===== src/hdl/pec_pkg.sv =====
// pec_pkg: register offsets, field positions, reset values and event
// encodings shared by the event counter bank and its counter units.
// assumes: included before any pec_ module or interface is compiled.
package pec_pkg;

  // register addresses of the two contiguous blocks
  localparam logic [31:0] CTR_BLOCK_BASE = 32'h0000_00c1;
  localparam logic [31:0] SEL_BLOCK_BASE = 32'h0000_0186;

  // selector field positions
  localparam int SEL_EVT_LO   = 0;
  localparam int SEL_UMASK_LO = 8;
  localparam int SEL_USR_BIT  = 16;
  localparam int SEL_OS_BIT   = 17;
  localparam int SEL_EDGE_BIT = 18;
  localparam int SEL_PIN_BIT  = 19;
  localparam int SEL_INT_BIT  = 20;
  localparam int SEL_RSV_BIT  = 21;
  localparam int SEL_EN_BIT   = 22;
  localparam int SEL_INV_BIT  = 23;
  localparam int SEL_THRESHOLD_FIELD_LO = 24;
  localparam int SEXT_BIT     = 31;

  // reset values
  localparam logic [31:0] SEL_RESET = 32'h0000_0000;

  // enumeration word field positions
  localparam int LEAF_VER_LO  = 0;
  localparam int LEAF_NCTR_LO = 8;
  localparam int LEAF_WID_LO  = 16;
  localparam int LEAF_NEVT_LO = 24;

  // predefined event table: code and unit mask per vector position
  localparam int          NUM_PREDEF = 8;
  localparam logic [7:0] EVT_CODE  [NUM_PREDEF] = '{
    8'h3c, 8'hc0, 8'h3c, 8'h2e, 8'h2e, 8'hc4, 8'hc5, 8'ha4};
  localparam logic [7:0] EVT_UMASK [NUM_PREDEF] = '{
    8'h00, 8'h00, 8'h01, 8'h4f, 8'h41, 8'h00, 8'h00, 8'h01};
  localparam int EVT_CORE_CYC = 0;
  localparam int EVT_REF_CYC  = 2;

endpackage


===== src/hdl/pec_ctr_if.sv =====
// pec_ctr_if: carries one selector/counter pair between the bank and a
// counter unit. assumes both ends share clk and the bank drives strobes.
`timescale 1ns/10ps
interface pec_ctr_if #(
  parameter int CTR_W = 40,
  parameter int OCC_W = 4
);
  logic              wr_sel;    // selector write strobe
  logic              wr_ctr;    // counter write strobe
  logic [31:0]       wdata;     // low word of the write value
  logic [OCC_W-1:0]  occ;       // occurrences of selected event
  logic              priv_ok;   // privilege filter passes
  logic [31:0]       sel;       // selector contents
  logic [CTR_W-1:0]  ctr;       // counter contents
  logic              pin_pulse; // monitor pin pulse
  logic              irq_pulse; // overflow interrupt pulse

  modport bank (output wr_sel, wr_ctr, wdata, occ, priv_ok,
                input sel, ctr, pin_pulse, irq_pulse);
  modport unit (input wr_sel, wr_ctr, wdata, occ, priv_ok,
                output sel, ctr, pin_pulse, irq_pulse);
endinterface


===== src/hdl/pec_ctr_unit.sv =====
// pec_ctr_unit: one event selector and its paired counter.
// assumes: CTR_W above 32, strobes from logic on the same clock.
`timescale 1ns/10ps
module pec_ctr_unit import pec_pkg::*; #(
  parameter int   CTR_W      = 40,
  parameter int   OCC_W      = 4,
  parameter logic PIN_LEGACY = 1'b1
) (
  input wire logic clk,
  input wire logic rst,
  pec_ctr_if.unit  u
);

  // writable selector bits; pin bit only on the legacy form
  localparam logic [31:0] SEL_WMASK = ~((32'h1 << SEL_RSV_BIT) |
    (PIN_LEGACY ? 32'h0 : (32'h1 << SEL_PIN_BIT)));

  logic [31:0]      sel_ff;   // selector
  logic [CTR_W-1:0] ctr_ff;   // counter
  logic             prev_ff;  // last qualified condition, for edges
  logic             pin_ff;   // monitor pin pulse
  logic             irq_ff;   // overflow interrupt pulse

  logic [7:0]       threshold_field;    // threshold
  logic             en;       // counting enabled
  logic [OCC_W-1:0] occ_q;    // occurrences after privilege filter
  logic [OCC_W-1:0] lvl;      // per-cycle amount before edge stage
  logic [OCC_W-1:0] inc;      // amount added this cycle
  logic [CTR_W:0]   sum;      // counter plus carry
  logic             ovf;      // carry out of top bit

  // threshold, invert, edge and accumulate
  always_comb begin
    threshold_field = sel_ff[SEL_THRESHOLD_FIELD_LO +: 8];
    en    = sel_ff[SEL_EN_BIT];
    occ_q = u.priv_ok ? u.occ : '0;
    if (threshold_field == 8'h00) begin
      lvl = occ_q;
    end else if (sel_ff[SEL_INV_BIT]) begin
      lvl = OCC_W'({7'h00, (8'(occ_q) < threshold_field)});
    end else begin
      lvl = OCC_W'({7'h00, (8'(occ_q) >= threshold_field)});
    end
    if (sel_ff[SEL_EDGE_BIT]) begin
      inc = OCC_W'({7'h00, ((lvl != '0) && !prev_ff)});
    end else begin
      inc = lvl;
    end
    sum = {1'b0, ctr_ff} + (CTR_W + 1)'(inc);
    ovf = en && sum[CTR_W];
  end

  // selector register
  always_ff @(posedge clk) begin
    if (rst) begin
      sel_ff <= SEL_RESET;
    end else if (u.wr_sel) begin
      sel_ff <= u.wdata & SEL_WMASK;
    end
  end

  // counter: a write wins over counting
  always_ff @(posedge clk) begin
    if (rst) begin
      ctr_ff <= '0;
    end else if (u.wr_ctr) begin
      ctr_ff <= {{(CTR_W-32){u.wdata[SEXT_BIT]}}, u.wdata};
    end else if (en) begin
      ctr_ff <= sum[CTR_W-1:0];
    end
  end

  // edge history, cleared while disabled
  always_ff @(posedge clk) begin
    if (rst) begin
      prev_ff <= 1'b0;
    end else begin
      prev_ff <= en && (lvl != '0);
    end
  end

  // pin and interrupt pulses, one clock each
  always_ff @(posedge clk) begin
    if (rst) begin
      pin_ff <= 1'b0;
      irq_ff <= 1'b0;
    end else begin
      pin_ff <= PIN_LEGACY && en && (sel_ff[SEL_PIN_BIT] ?
                (inc != '0) : ovf);
      irq_ff <= ovf && sel_ff[SEL_INT_BIT];
    end
  end

  assign u.sel       = sel_ff;
  assign u.ctr       = ctr_ff;
  assign u.pin_pulse = pin_ff;
  assign u.irq_pulse = irq_ff;

endmodule


===== src/hdl/pec_top.sv =====
// pec_top: bank of programmable event counters, one private set of
// selector/counter pairs per logical processor, reached over a
// register read/write port, with the enumeration words alongside.
// assumes: event occurrence inputs and privilege level come from logic
// on clk; the stop-clock pin is asynchronous and is synchronised here.
`timescale 1ns/10ps

module pec_top import pec_pkg::*; #(
  parameter int         N_LP        = 2,     // logical processors
  parameter int         N_CTR       = 4,     // pairs per processor
  parameter int         CTR_W       = 40,    // counter width, > 32
  parameter int         OCC_W       = 4,     // occurrence count width
  parameter logic [7:0] VERSION     = 8'h01, // facility version
  parameter logic [7:0] EVT_UNAVAIL = 8'h00, // set bit: event missing
  parameter logic       PIN_LEGACY  = 1'b1   // pin control writable
) (
  input  wire logic                                  clk,
  input  wire logic                                  rst,
  // register read/write port
  input  wire logic                                  reg_req,
  input  wire logic                                  reg_we,
  input  wire logic [$clog2(N_LP+1)-1:0]             reg_lp,
  input  wire logic [31:0]                           reg_addr,
  input  wire logic [63:0]                           reg_wdata,
  output logic                                       reg_ack_ff,
  output logic                                       reg_fault_ff,
  output logic [63:0]                                reg_rdata_ff,
  // enumeration words of the feature query leaf
  output logic [31:0]                                leaf_eax_ff,
  output logic [31:0]                                leaf_ebx_ff,
  // per-processor state
  input  wire logic [N_LP-1:0][1:0]                  priv_level,
  input  wire logic [N_LP-1:0]                       idle_not_active,
  input  wire logic [N_LP-1:0]                       halt_instr,
  input  wire logic                                  stop_clock_pin,
  input  wire logic [N_LP-1:0]                       thermal_throttle_first,
  input  wire logic [N_LP-1:0]                       freq_switch,
  input  wire logic                                  ref_tick,
  // occurrences per cycle of predefined events, by vector position
  input  wire logic [N_LP-1:0][NUM_PREDEF-1:0][OCC_W-1:0] evt_occ,
  // outputs
  output logic [N_LP-1:0][N_CTR-1:0]                 monitor_pin_ff,
  output logic [N_LP-1:0]                            ovf_irq_ff
);

  localparam int LPW = $clog2(N_LP+1);
  localparam int CW  = $clog2(N_CTR+1);

  // decoded register address
  typedef struct packed {
    logic          hit;    // address inside either block
    logic          is_sel; // selector block, else counter block
    logic [CW-1:0] idx;    // pair index
  } pec_dec_t;

  // address decode: both blocks, index within block
  function automatic pec_dec_t pec_decode(input logic [31:0] addr);
    pec_dec_t d;
    d = '0;
    if (addr >= CTR_BLOCK_BASE &&
        addr <  CTR_BLOCK_BASE + 32'(N_CTR)) begin
      d.hit = 1'b1;
      d.idx = CW'(addr - CTR_BLOCK_BASE);
    end else if (addr >= SEL_BLOCK_BASE &&
                 addr <  SEL_BLOCK_BASE + 32'(N_CTR)) begin
      d.hit    = 1'b1;
      d.is_sel = 1'b1;
      d.idx    = CW'(addr - SEL_BLOCK_BASE);
    end
    return d;
  endfunction

  // event unit selection by code and unit mask
  function automatic logic [OCC_W-1:0] pec_pick(
    input logic [7:0]                           code,
    input logic [7:0]                           umask,
    input logic [NUM_PREDEF-1:0][OCC_W-1:0]     occ
  );
    logic [OCC_W-1:0] r;
    r = '0;
    for (int i = 0; i < NUM_PREDEF; i++) begin
      // unimplemented or unavailable codes count nothing
      if (code == EVT_CODE[i] && umask == EVT_UMASK[i] &&
          !EVT_UNAVAIL[i]) begin
        r = occ[i];
      end
    end
    return r;
  endfunction

  // stop-clock pin synchroniser
  logic stop_clock_pin_meta_ff; // first stage, read only by the second
  logic stop_clock_pin_sync_ff; // usable level

  // collected unit state for the read mux
  logic [N_LP-1:0][N_CTR-1:0][31:0]      sel_q;  // selectors
  logic [N_LP-1:0][N_CTR-1:0][CTR_W-1:0] ctr_q;  // counters
  logic [N_LP-1:0][N_CTR-1:0]            pin_q;  // pin pulses
  logic [N_LP-1:0][N_CTR-1:0]            irq_q;  // overflow pulses

  pec_dec_t    dec;       // decode of current address
  logic        lp_ok;     // processor index in range
  logic        wr_bad;    // selector write with upper bits set
  logic        acc_ok;    // access accepted
  logic [63:0] rd_val;    // value for a read

  // two flip-flops on the asynchronous pin
  always_ff @(posedge clk) begin
    if (rst) begin
      stop_clock_pin_meta_ff <= 1'b0;
      stop_clock_pin_sync_ff <= 1'b0;
    end else begin
      stop_clock_pin_meta_ff <= stop_clock_pin;
      stop_clock_pin_sync_ff <= stop_clock_pin_meta_ff;
    end
  end

  // per-processor private sets of pairs
  genvar lp, c;
  generate
    for (lp = 0; lp < N_LP; lp++) begin : g_lp
      logic                               running; // core clock runs
      logic                               cnt_usr; // at levels 1-3
      logic [NUM_PREDEF-1:0][OCC_W-1:0]   occ_v;   // event vector

      // core clock considered running unless stopped for any reason
      always_comb begin
        running = !idle_not_active[lp] && !halt_instr[lp] &&
                  !stop_clock_pin_sync_ff && !thermal_throttle_first[lp] &&
                  !freq_switch[lp];
        cnt_usr = (priv_level[lp] != 2'b00);
      end

      // event vector: cycle events built here, the rest from inputs
      always_comb begin
        occ_v = evt_occ[lp];
        // core cycles one per running core clock; reference cycles one per ref_tick while running
        occ_v[EVT_CORE_CYC] = OCC_W'(running);
        occ_v[EVT_REF_CYC]  = OCC_W'(running && ref_tick);
      end

      for (c = 0; c < N_CTR; c++) begin : g_ctr
        pec_ctr_if #(.CTR_W(CTR_W), .OCC_W(OCC_W)) pif ();

        // write strobes only for this processor and index
        always_comb begin
          pif.wr_sel  = acc_ok && reg_we && dec.is_sel &&
                        reg_lp == LPW'(lp) && dec.idx == CW'(c);
          pif.wr_ctr  = acc_ok && reg_we && !dec.is_sel &&
                        reg_lp == LPW'(lp) && dec.idx == CW'(c);
          pif.wdata   = reg_wdata[31:0];
          pif.occ     = pec_pick(pif.sel[SEL_EVT_LO +: 8],
                                 pif.sel[SEL_UMASK_LO +: 8],
                                 occ_v);
          pif.priv_ok = (pif.sel[SEL_USR_BIT] && cnt_usr) ||
                        (pif.sel[SEL_OS_BIT] && !cnt_usr);
        end

        pec_ctr_unit #(
          .CTR_W      (CTR_W),
          .OCC_W      (OCC_W),
          .PIN_LEGACY (PIN_LEGACY)
        ) u_unit (
          .clk (clk),
          .rst (rst),
          .u   (pif.unit)
        );

        assign sel_q[lp][c] = pif.sel;
        assign ctr_q[lp][c] = pif.ctr;
        assign pin_q[lp][c] = pif.pin_pulse;
        assign irq_q[lp][c] = pif.irq_pulse;
      end
    end
  endgenerate

  // access check and read value
  always_comb begin
    dec    = pec_decode(reg_addr);
    lp_ok  = (32'(reg_lp) < 32'(N_LP));
    // selector upper word is reserved; a write there is refused
    wr_bad = reg_we && dec.is_sel && (reg_wdata[63:32] != 32'h0);
    acc_ok = reg_req && dec.hit && lp_ok && !wr_bad;
    rd_val = '0;
    if (dec.hit && lp_ok) begin
      if (dec.is_sel) begin
        rd_val = {32'h0, sel_q[reg_lp][dec.idx]};
      end else begin
        // only the implemented counter bits read back
        rd_val = 64'(ctr_q[reg_lp][dec.idx]);
      end
    end
  end

  // register port answer, one clock after the request
  always_ff @(posedge clk) begin
    if (rst) begin
      reg_ack_ff   <= 1'b0;
      reg_fault_ff <= 1'b0;
      reg_rdata_ff <= 64'h0;
    end else begin
      reg_ack_ff   <= reg_req;
      reg_fault_ff <= reg_req && !acc_ok;
      // writes and faults return zero data
      reg_rdata_ff <= (acc_ok && !reg_we) ? rd_val : 64'h0;
    end
  end

  // enumeration words, held constant from reset
  always_ff @(posedge clk) begin
    if (rst) begin
      leaf_eax_ff <= 32'h0;
      leaf_ebx_ff <= 32'h0;
    end else begin
      leaf_eax_ff[LEAF_VER_LO  +: 8] <= VERSION;
      leaf_eax_ff[LEAF_NCTR_LO +: 8] <= 8'(N_CTR);
      leaf_eax_ff[LEAF_WID_LO  +: 8] <= 8'(CTR_W);
      leaf_eax_ff[LEAF_NEVT_LO +: 8] <= 8'(NUM_PREDEF);
      leaf_ebx_ff <= {24'h0, EVT_UNAVAIL};
    end
  end

  // monitor pins and per-processor overflow interrupt
  always_ff @(posedge clk) begin
    if (rst) begin
      monitor_pin_ff <= '0;
      ovf_irq_ff     <= '0;
    end else begin
      monitor_pin_ff <= pin_q;
      for (int i = 0; i < N_LP; i++) begin
        ovf_irq_ff[i] <= |irq_q[i];
      end
    end
  end

endmodule


===== config.mk =====
export PLATFORM = sky130hd
export DESIGN_NAME = pec_top
export DESIGN_NICKNAME = d
export VERILOG_FILES = /design/src/hdl/pec_pkg.sv /design/src/hdl/pec_ctr_if.sv /design/src/hdl/pec_ctr_unit.sv /design/src/hdl/pec_top.sv
export SDC_FILE = /design/constraint.sdc
export NUM_CORES = 2
export LEC_CHECK = 0
export ABC_AREA = 1
export BUFFER_PORTS_ARGS = -buffer_cell sky130_fd_sc_hd__buf_2
export CORE_ASPECT_RATIO = 0.8
export CORE_MARGIN = 4
export CORE_UTILIZATION = 57
export CTS_BUF_LIST = sky130_fd_sc_hd__clkbuf_4 sky130_fd_sc_hd__clkbuf_8
export DETAILED_ROUTE_END_ITERATION = 16
export GPL_ROUTABILITY_DRIVEN = 1
export PLACE_DENSITY = 0.76
export REMOVE_ABC_BUFFERS = 1
export SLEW_MARGIN = 5
export SYNTH_ARGS = -nofsm -noshare
export SYNTH_HDL_FRONTEND = slang
export SYNTH_HIERARCHICAL = 1
export SYNTH_SLANG_ARGS = --single-unit

===== constraint.sdc =====
create_clock -name clk -period 4.7 [get_ports clk]
set_clock_uncertainty 0.2 [all_clocks]
set_input_delay 0.47 -clock clk [delete_from_list [all_inputs] [get_ports clk]]
set_output_delay 0.47 -clock clk [all_outputs]
set_load 0.05 [all_outputs]

== Yosys cells after proc, flatten, opt, wreduce, memory -nomap -nowiden ==
Index checks and enable logic that the tools add are counted.
Operators by class
  bitwise gates (word level): 2
  add/subtract/negate cells: 10
  equal/unequal tests: 76
  reduce and logical (&&, ||, !) cells: 243
  order comparisons: 23
  multiplexer cells: 134
Operators with widths (number)
  $mux W40: 17
  $add A40 B4 Y41: 8
  $mux W160: 2
  $mux W4: 80
  $eq A8 B8 Y1 const B: 32
  $mux W128: 2
  $logic_and A1 B1 Y1: 163
  $eq A8 B6 Y1 const B: 16
  $eq A8 B7 Y1 const B: 16
  $logic_not A8 Y1: 16
  $bmux W40 S2: 1
  $bmux W32 S2: 1
  $eq A8 B1 Y1 const B: 8
  $ge A4 B8 Y1: 8
  $lt A4 B8 Y1: 8
  $mux W32: 2
  $reduce_bool A4 Y1: 16
  $ge A32 B8 Y1 const B: 1
  $ge A32 B9 Y1 const B: 1
  $lt A32 B8 Y1 const B: 1
  $lt A32 B9 Y1 const B: 1
  $reduce_bool A32 Y1: 1
  $mux W28: 1
  $mux W1: 26
  17 further kinds: 60
Storage, ports and cells
  bits of input ports: 180
  logic and storage cells: 538
  register bits after elaboration: 698
  output and inout port bits: 140

== Longest topological paths before layout ==
  depth in word-level cells: 24
  depth in mapped cells: 37
  depth with buffers taken out: 37

== By module ==
The synthesis kept the hierarchy.
Modules (own cells, without submodules)
  pec_ctr_unit at g_lp[0].g_ctr[0].u_unit ...: cells each 676, instances 6, sequential area each 1481.4 um^2, area an instance 4349.2 um^2
  pec_top: cells each 2566, instances 1, sequential area each 1101.1 um^2, area an instance 12147.9 um^2
  pec_ctr_unit at g_lp[1].g_ctr[1].u_unit ...: cells each 668, instances 2, sequential area each 1481.4 um^2, area an instance 4321.6 um^2

== Worst setup path before layout ==
No wires, ideal clock.
  kind: input port to flip-flop
  from: in halt_instr[1]
  to: reg g_lp[1].g_ctr[3].u_unit.ctr_ff[34]
  library setup time: 132 ps
  required time: 4368 ps
  data arrival time: 3847 ps
  stages: 27
  slack: 521 ps
  path buffers: 0
  cells stage by stage: or2_2 -> nor2_1 -> nand2_1 -> nand3_1 -> nand3_1 -> a21oi_1 -> nor2_1 -> o21ai_0 -> nand2_1 -> ha_1 -> nand4_1 -> nor2_1 -> nor2_1 -> nand2_1 -> nand3_1 -> nand3_1 -> nand2_1 -> inv_1 -> ha_1 -> inv_1 -> fa_1 -> o21ai_4 -> inv_2 -> nor3_2 -> nand3_1 -> nand3_1 -> a21oi_1
Between the ends
  cells in the longest elaborated chain, start to end: 23
  elaborated cells between the ends (all ways): 25
  those cells by class: 1 x add/sub; 2 x order compare; 14 x mux; 8 x reduce/logical
RTL lines
  start: declaration: line pec_top.sv:34  | input wire logic [N_LP-1:0] halt_instr,
  $logic_not A1 Y1 (*): line pec_top.sv:128  | running = !idle_not_active[lp] && !halt_instr[lp] &&
  $logic_and A1 B1 Y1 (*) (2 in series): line pec_top.sv:128
  $logic_and A1 B1 Y1 (*) (2 in series): line pec_top.sv:129  | !stop_clock_pin_sync_ff && !thermal_throttle_first[lp] &&
  $mux W1: line pec_top.sv:83  | if (code == EVT_CODE[i] && umask == EVT_UMASK[i] &&
  $mux W4: line pec_top.sv:83
  $mux W4 (*) (6 in series): line pec_top.sv:83
  net g_lp[1].g_ctr[3].pif.occ[0]: line pec_ctr_if.sv:11  | logic [OCC_W-1:0] occ;
  $mux W4 (*): line pec_ctr_unit.sv:36  | occ_q = u.priv_ok ? u.occ : '0;
  $ge A4 B8 Y1 or $lt A4 B8 Y1 (tied branches): line pec_ctr_unit.sv:42, pec_ctr_unit.sv:40
  $mux W1: line pec_ctr_unit.sv:39  | end else if (sel_ff[SEL_INV_BIT]) begin
  $mux W4 (*): line pec_ctr_unit.sv:37  | if (threshold_field == 8'h00) begin
  $reduce_bool A4 Y1: line pec_ctr_unit.sv:45  | inc = OCC_W'({7'h00, ((lvl != '0) && !prev_ff)});
  $logic_and A1 B1 Y1: line pec_ctr_unit.sv:45
  $mux W4 (*): line pec_ctr_unit.sv:44  | if (sel_ff[SEL_EDGE_BIT]) begin
  $add A40 B4 Y41 (*): line pec_ctr_unit.sv:49  | sum = {1'b0, ctr_ff} + (CTR_W + 1)'(inc);
  $mux W40 (*): line pec_ctr_unit.sv:68  | end else if (en) begin
  $mux W40 (*): line pec_ctr_unit.sv:66  | end else if (u.wr_ctr) begin
  end signal: assignment: line pec_ctr_unit.sv:67  | ctr_ff <= {{(CTR_W-32){u.wdata[SEXT_BIT]}}, u.wdata};
  end signal: assignment: line pec_ctr_unit.sv:69  | ctr_ff <= sum[CTR_W-1:0];
  end: declaration: line pec_ctr_unit.sv:19  | logic [CTR_W-1:0] ctr_ff;
Mark *: on every way through the listed nets, which the timed path passes. The rest lies on a longest branch. The select of a mux whose other input is x is not followed.
A chain may end at the register's enable or synchronous reset.

== Worst setup path after layout ==
  from: reg g_lp[0].g_ctr[3].u_unit.sel_ff[7]
  to: reg g_lp[0].g_ctr[3].u_unit.ctr_ff[22]
Between the ends
  elaborated cells between the ends (all ways): 33
  those cells by class: 1 x add/sub; 2 x order compare; 6 x eq/ne; 14 x mux; 10 x reduce/logical
RTL lines
  start: declaration: line pec_ctr_unit.sv:18  | logic [31:0] sel_ff;
  start signal: assignment: line pec_ctr_unit.sv:58  | sel_ff <= u.wdata & SEL_WMASK;
  $eq A8 B8 Y1: line pec_top.sv:83
  $logic_and A1 B1 Y1: line pec_top.sv:83
  $mux W4 (6 in series): line pec_top.sv:83
  $mux W4 (*): line pec_top.sv:83
  net g_lp[0].g_ctr[3].pif.occ[1]: line pec_ctr_if.sv:11
  $mux W4 (*): line pec_ctr_unit.sv:36
  $ge A4 B8 Y1 or $lt A4 B8 Y1 (tied branches): line pec_ctr_unit.sv:42, pec_ctr_unit.sv:40
  $mux W1: line pec_ctr_unit.sv:39
  $mux W4 (*): line pec_ctr_unit.sv:37
  $reduce_bool A4 Y1: line pec_ctr_unit.sv:45
  $logic_and A1 B1 Y1: line pec_ctr_unit.sv:45
  $mux W4 (*): line pec_ctr_unit.sv:44
  $add A40 B4 Y41 (*): line pec_ctr_unit.sv:49
  $mux W40 (*): line pec_ctr_unit.sv:68
  $mux W40 (*): line pec_ctr_unit.sv:66
  end signal: assignment: line pec_ctr_unit.sv:67
  end signal: assignment: line pec_ctr_unit.sv:69
  end: declaration: line pec_ctr_unit.sv:19
Marks and branches as above.

==> key figures <==
Status
  • Status: finished clean

Power and ir drop
  • Flop pwr share: 45.1%
  • Sw Share: 27.3%
  • Worst VDD drop: 0.000287 V
  • Power Total: 12.2 mW
  • Internal power: 8.84 mW
  • Net Sw Power: 3.32 mW
  • LEAKAGE: 23.3 nW
  • Logic gate share of total power: 6.6%
  • Clock power frac: 48.4%
  • Power density over the cells: 226 nW/um^2

Detailed routing
  • Antenna viol nets, final: 0
  • 1st-iter DRT viols: 9,044
  • Vias: 57,700
  • Via density: 6.11
  • DR DRC count: 0
  • DRT Wirelength: 214,000 um
  • Pre-antenna DRT Iters: 7
  • DR WL/cell: 22.7 um

STA
  • Final min period: 4.59 ns
  • Setup ws final: 0.110 ns
  • Pins Over Slew Limit: 0
  • RSZ-0062 raised after global routing: true
  • Worst-margin pin slew: 1.44 ns
  • Period utilization: 97.7%
  • Setup violators final: 0
  • Peak Freq: 0.218 GHz
  • Final hold vios: 0
  • Slew Limit Headroom: 4.06%

Place
  • Port bufs: 220
  • GPL Wtd Cong: 1.07
  • Post-Place Cell Area: 49,400 um^2
  • DP Wirelength: 150,000 um
  • Pre-CTS WS: -0.278 ns

Logic synthesis
  • Synth async-reset ratio: 0%
  • Synth Area in Compound Gates: 14.6%
  • Post-synth EDFFs: 0
  • Unique cell type count in the Yosys netlist: 54
  • Sequential-to-total area share from yosys stat: 27.6%
  • #FFs+latches synth: 647
  • Total number of yosys warnings: 6
  • Adder-cell area share of the yosys netlist: 2.13%
  • Post-Syn Instances: 7,958
  • Main combinational cell family by area after synthesis: simple AND/OR/NAND/NOR gates
  • Mux cell area share after synthesis: 0.267%
  • Cell area after synthesis: 46,900 um^2
  • Fraction of the mapped netlist area in simple logic gates: 42.4%
  • Ys flop type: dfxtp_1
  • XOR/XNOR Fraction of Synth Area: 2.28%
  • Mean Syn Cell Area: 5.89 um^2

Hold path
  • Worst Hold End: g_lp[0].g_ctr[2].u_unit/u.ctr[21]
  • Worst hold stages: 3
  • Worst Hold Class: input pin to register
  • Hold_sp: reg_wdata[21]

Global routing
  • Initial antenna violation count: 14
  • Overflow after GRT: 0
  • GRT Overall Usage: 46.1%
  • Largest net degree at the start of global routing: 184
  • First-pass GRT wire length: 309,000 um
  • Vias in the first global route: 50,500

Critical path
  • Worst setup EP type: register
  • Worst r2r src: g_lp[0].g_ctr[3].u_unit/u.sel[7]
  • Critical path type: register to register
  • Crit-path max cell delay: 0.39 ns
  • Crit Path Max Fanout: 5
  • Crit path launch type: register
  • Worst EP arrival: 5.10 ns
  • Worst path slowest cell: fa_2
  • Worst Path Required: 5.21 ns
  • R2R cell count: 35
  • Worst reg2reg endpoint: g_lp[0].g_ctr[3].u_unit/u.ctr[22]
  • Most used cell along the critical path: nand2_1
  • Worst reg2reg setup slack: 0.11 ns

Clock network
  • CTS tree: done
  • Worst-Skew Late Latency: 0.81 ns
  • Reg clk slew, reported paths: 0.07 ns
  • Root Driver: clkbuf_8
  • Maximum clock insertion buffer count: 3
  • CTS HTree Levels: 3
  • CTS sink count: 647
  • Total CTS buffers: 109

Layout
  • Filler Cells Inserted: 7,750
  • Fin nets: 8,491
  • Final instance area: 53,900 um^2
  • Area growth from synthesis to layout: 15.0%
  • Layout cell share with drive strength beyond 1: 15.5%
  • Register area: 13,000 um^2
  • Multi-input combinational cell area: 30,700 um^2

Die
  • Initial core utilization: 57.9%
  • # rows: 93
  • Core ar.: 81,000 um^2
  • Die X: 329 um
  • Die area: 86,900 um^2
  • # IOs: 320
  • Die Y: 265 um

Job
  • MaxCap Viol Count: 0
-- critical path, delay by kind of cell, from the launching register on --
kind	cells	cell delay, ns
simple gates	20	1.90
buf+inv	7	0.71
compound gates	4	0.43
flops	1	0.36
fa+ha+maj	3	0.72
xor+xnor	1	0.15
-- synthesized netlist by cell type (3+ instances only) --
cell type  count  share of area [%]
a21o_1         6              0.096
a21oi_1      387                4.1
a21oi_2        6               0.11
a22oi_1      142                2.3
a31oi_1       81                1.1
buf_1          4              0.032
buf_2         66               0.70
buf_4        120                1.9
buf_6         12               0.29
clkbuf_1     221                1.8
clkinv_1       8              0.064
conb_1         9              0.072
dfxtp_1      647                 28
fa_1           8               0.34
ha_1          67                1.8
inv_1        725                5.8
inv_2         17               0.14
mux2_2         4              0.096
mux2i_1        8               0.17
nand2_1     2549                 20
nand2_2       55               0.73
nand2_4        3              0.072
nand3_1      668                7.1
nand3_2       14               0.30
nand3b_1      27               0.43
nand4_1      158                2.1
nor2_1      1022                8.2
nor2_2        72               0.96
nor2_4        18               0.43
nor3_1        55               0.59
nor3_2        12               0.26
nor4_1        28               0.37
nor4_2         6               0.16
nor4b_1        5              0.093
o2111ai_1      7               0.13
o21ai_0      454                4.8
o21ai_1       61               0.65
o21ai_2        6               0.11
o21bai_1      38               0.61
o221ai_1       6               0.11
o22ai_1       17               0.23
xnor2_1       72                1.3
xor2_1        50               0.93
-- layout by cell type, fill, tap and decap left out, types with 27 or more instances in the layout --
cell and n:
nand3b_1 27, a21oi_1 374, nor2_2 122, nand3_1 629
xnor2_1 71, buf_4 266, a31oi_1 80, clkbuf_4 30
nand4_1 158, dfxtp_1 603, nor3_1 48, conb_1 91
o21ai_1 74, nor2_1 940, clkbuf_8 147, inv_1 681
buf_2 218, inv_2 55, nand3_2 51, nor2_4 50
dfxtp_2 36, nand2_2 116, nand2_1 2479, o21bai_1 38
a22oi_1 142, ha_1 44, o21ai_0 436, xor2_1 50
-- final cells by class --
| cell class | instances | area share [%] |
|---|---|---|
| flip-flops and latches | 647 | 24.2 |
| clock buffers | 177 | 4.17 |
| well taps | 1092 | 2.53 |
| clock inverters | 22 | 0.487 |
| multi-input cells | 6220 | 57.0 |
| repair buffers | 508 | 6.29 |
| inverters | 750 | 5.26 |
| diodes | 16 | 0.0743 |
-- worst max path at each step --
stage	from	endpoint	slack [ns]	cells past startpoint
after floorplan	reg_lp[0]	g_lp[1].g_ctr[0].u_unit/u.ctr[1]	-1.60	9
after global placement	halt_instr[1]	g_lp[1].g_ctr[3].u_unit/u.ctr[22]	-0.22	31
after detailed placement	halt_instr[1]	g_lp[1].g_ctr[3].u_unit/u.ctr[22]	-0.28	31
after CTS	g_lp[0].g_ctr[3].u_unit/u.sel[6]	g_lp[0].g_ctr[3].u_unit/u.ctr[22]	0.01	33
after global routing	g_lp[1].g_ctr[3].u_unit/u.sel[6]	g_lp[1].g_ctr[3].u_unit/u.irq_pulse	-0.13	31
final	g_lp[0].g_ctr[3].u_unit/u.sel[7]	g_lp[0].g_ctr[3].u_unit/u.ctr[22]	0.11	35
-- per-layer routing --
metal	up-vias	track usage (%)	routed length [um]
met5	-	0	59
met3	893	17.6	33900
met4	4	26.3	15300
li1	26200	-	-
met1	26300	60.1	79400
met2	4288	64.9	85200
-- flip-flops by register name (all words and copies together), names as in the netlist --
register,flops
g_lp.g_ctr.u_unit/prev_ff,8
monitor_pin_ff,8
reg_ack_ff,1
reg_rdata_ff,40
leaf_eax_ff,1
g_lp.g_ctr.u_unit/u.irq_pulse,8
stop_clock_pin_sync_ff,1
stop_clock_pin_meta_ff,1
g_lp.g_ctr.u_unit/u.sel,248
reg_fault_ff,1
ovf_irq_ff,2
g_lp.g_ctr.u_unit/u.pin_pulse,8
g_lp.g_ctr.u_unit/u.ctr,320
-- cell families after synthesis --
kind of cell	count (synthesis)
DFF	647
AOI/OAI and AO/OA	1219
buffers and inverters	1173
other	9
adders and majority gates	75
muxes	12
and+or+nand+nor	4701
xor gates and xnor gates	122
-- per-stage QoR --
| step | hold WS, ns | instances | utilization, % | TNS (ns) |
|---|---|---|---|---|
| after floorplan | 0.188 | 7617 | - | -301.87 |
| after global placement | 0.190 | 9172 | 61.0 | -3.31 |
| after detailed placement | 0.196 | 9172 | 61.0 | -6.25 |
| after CTS | 0.00133 | 9379 | 64.3 | 0 |
| after global routing | 0.0466 | 9420 | 66.5 | -1.78 |
| final | 0.0564 | 9432 | 66.6 | 0 |
-- what timing repair did --
action	in CTS	in global routing
hold buffers	8	0
setup buffers	0	38
setup endpoints to repair	61	225
hold endpoints to repair	40	0
gates resized for setup	12	439
pin swaps	0	166
-- power by group through the flow --
stage	clock network, mW	registers, mW	logic, mW
finish	5.89	5.48	0.799
global route	6.13	5.48	0.792
CTS	5.88	5.49	0.743
detailed placement	0	5.61	0.738
global placement	0	5.61	0.734
floorplan	0	5.62	0.259
(Power assumes the default switching activity.)
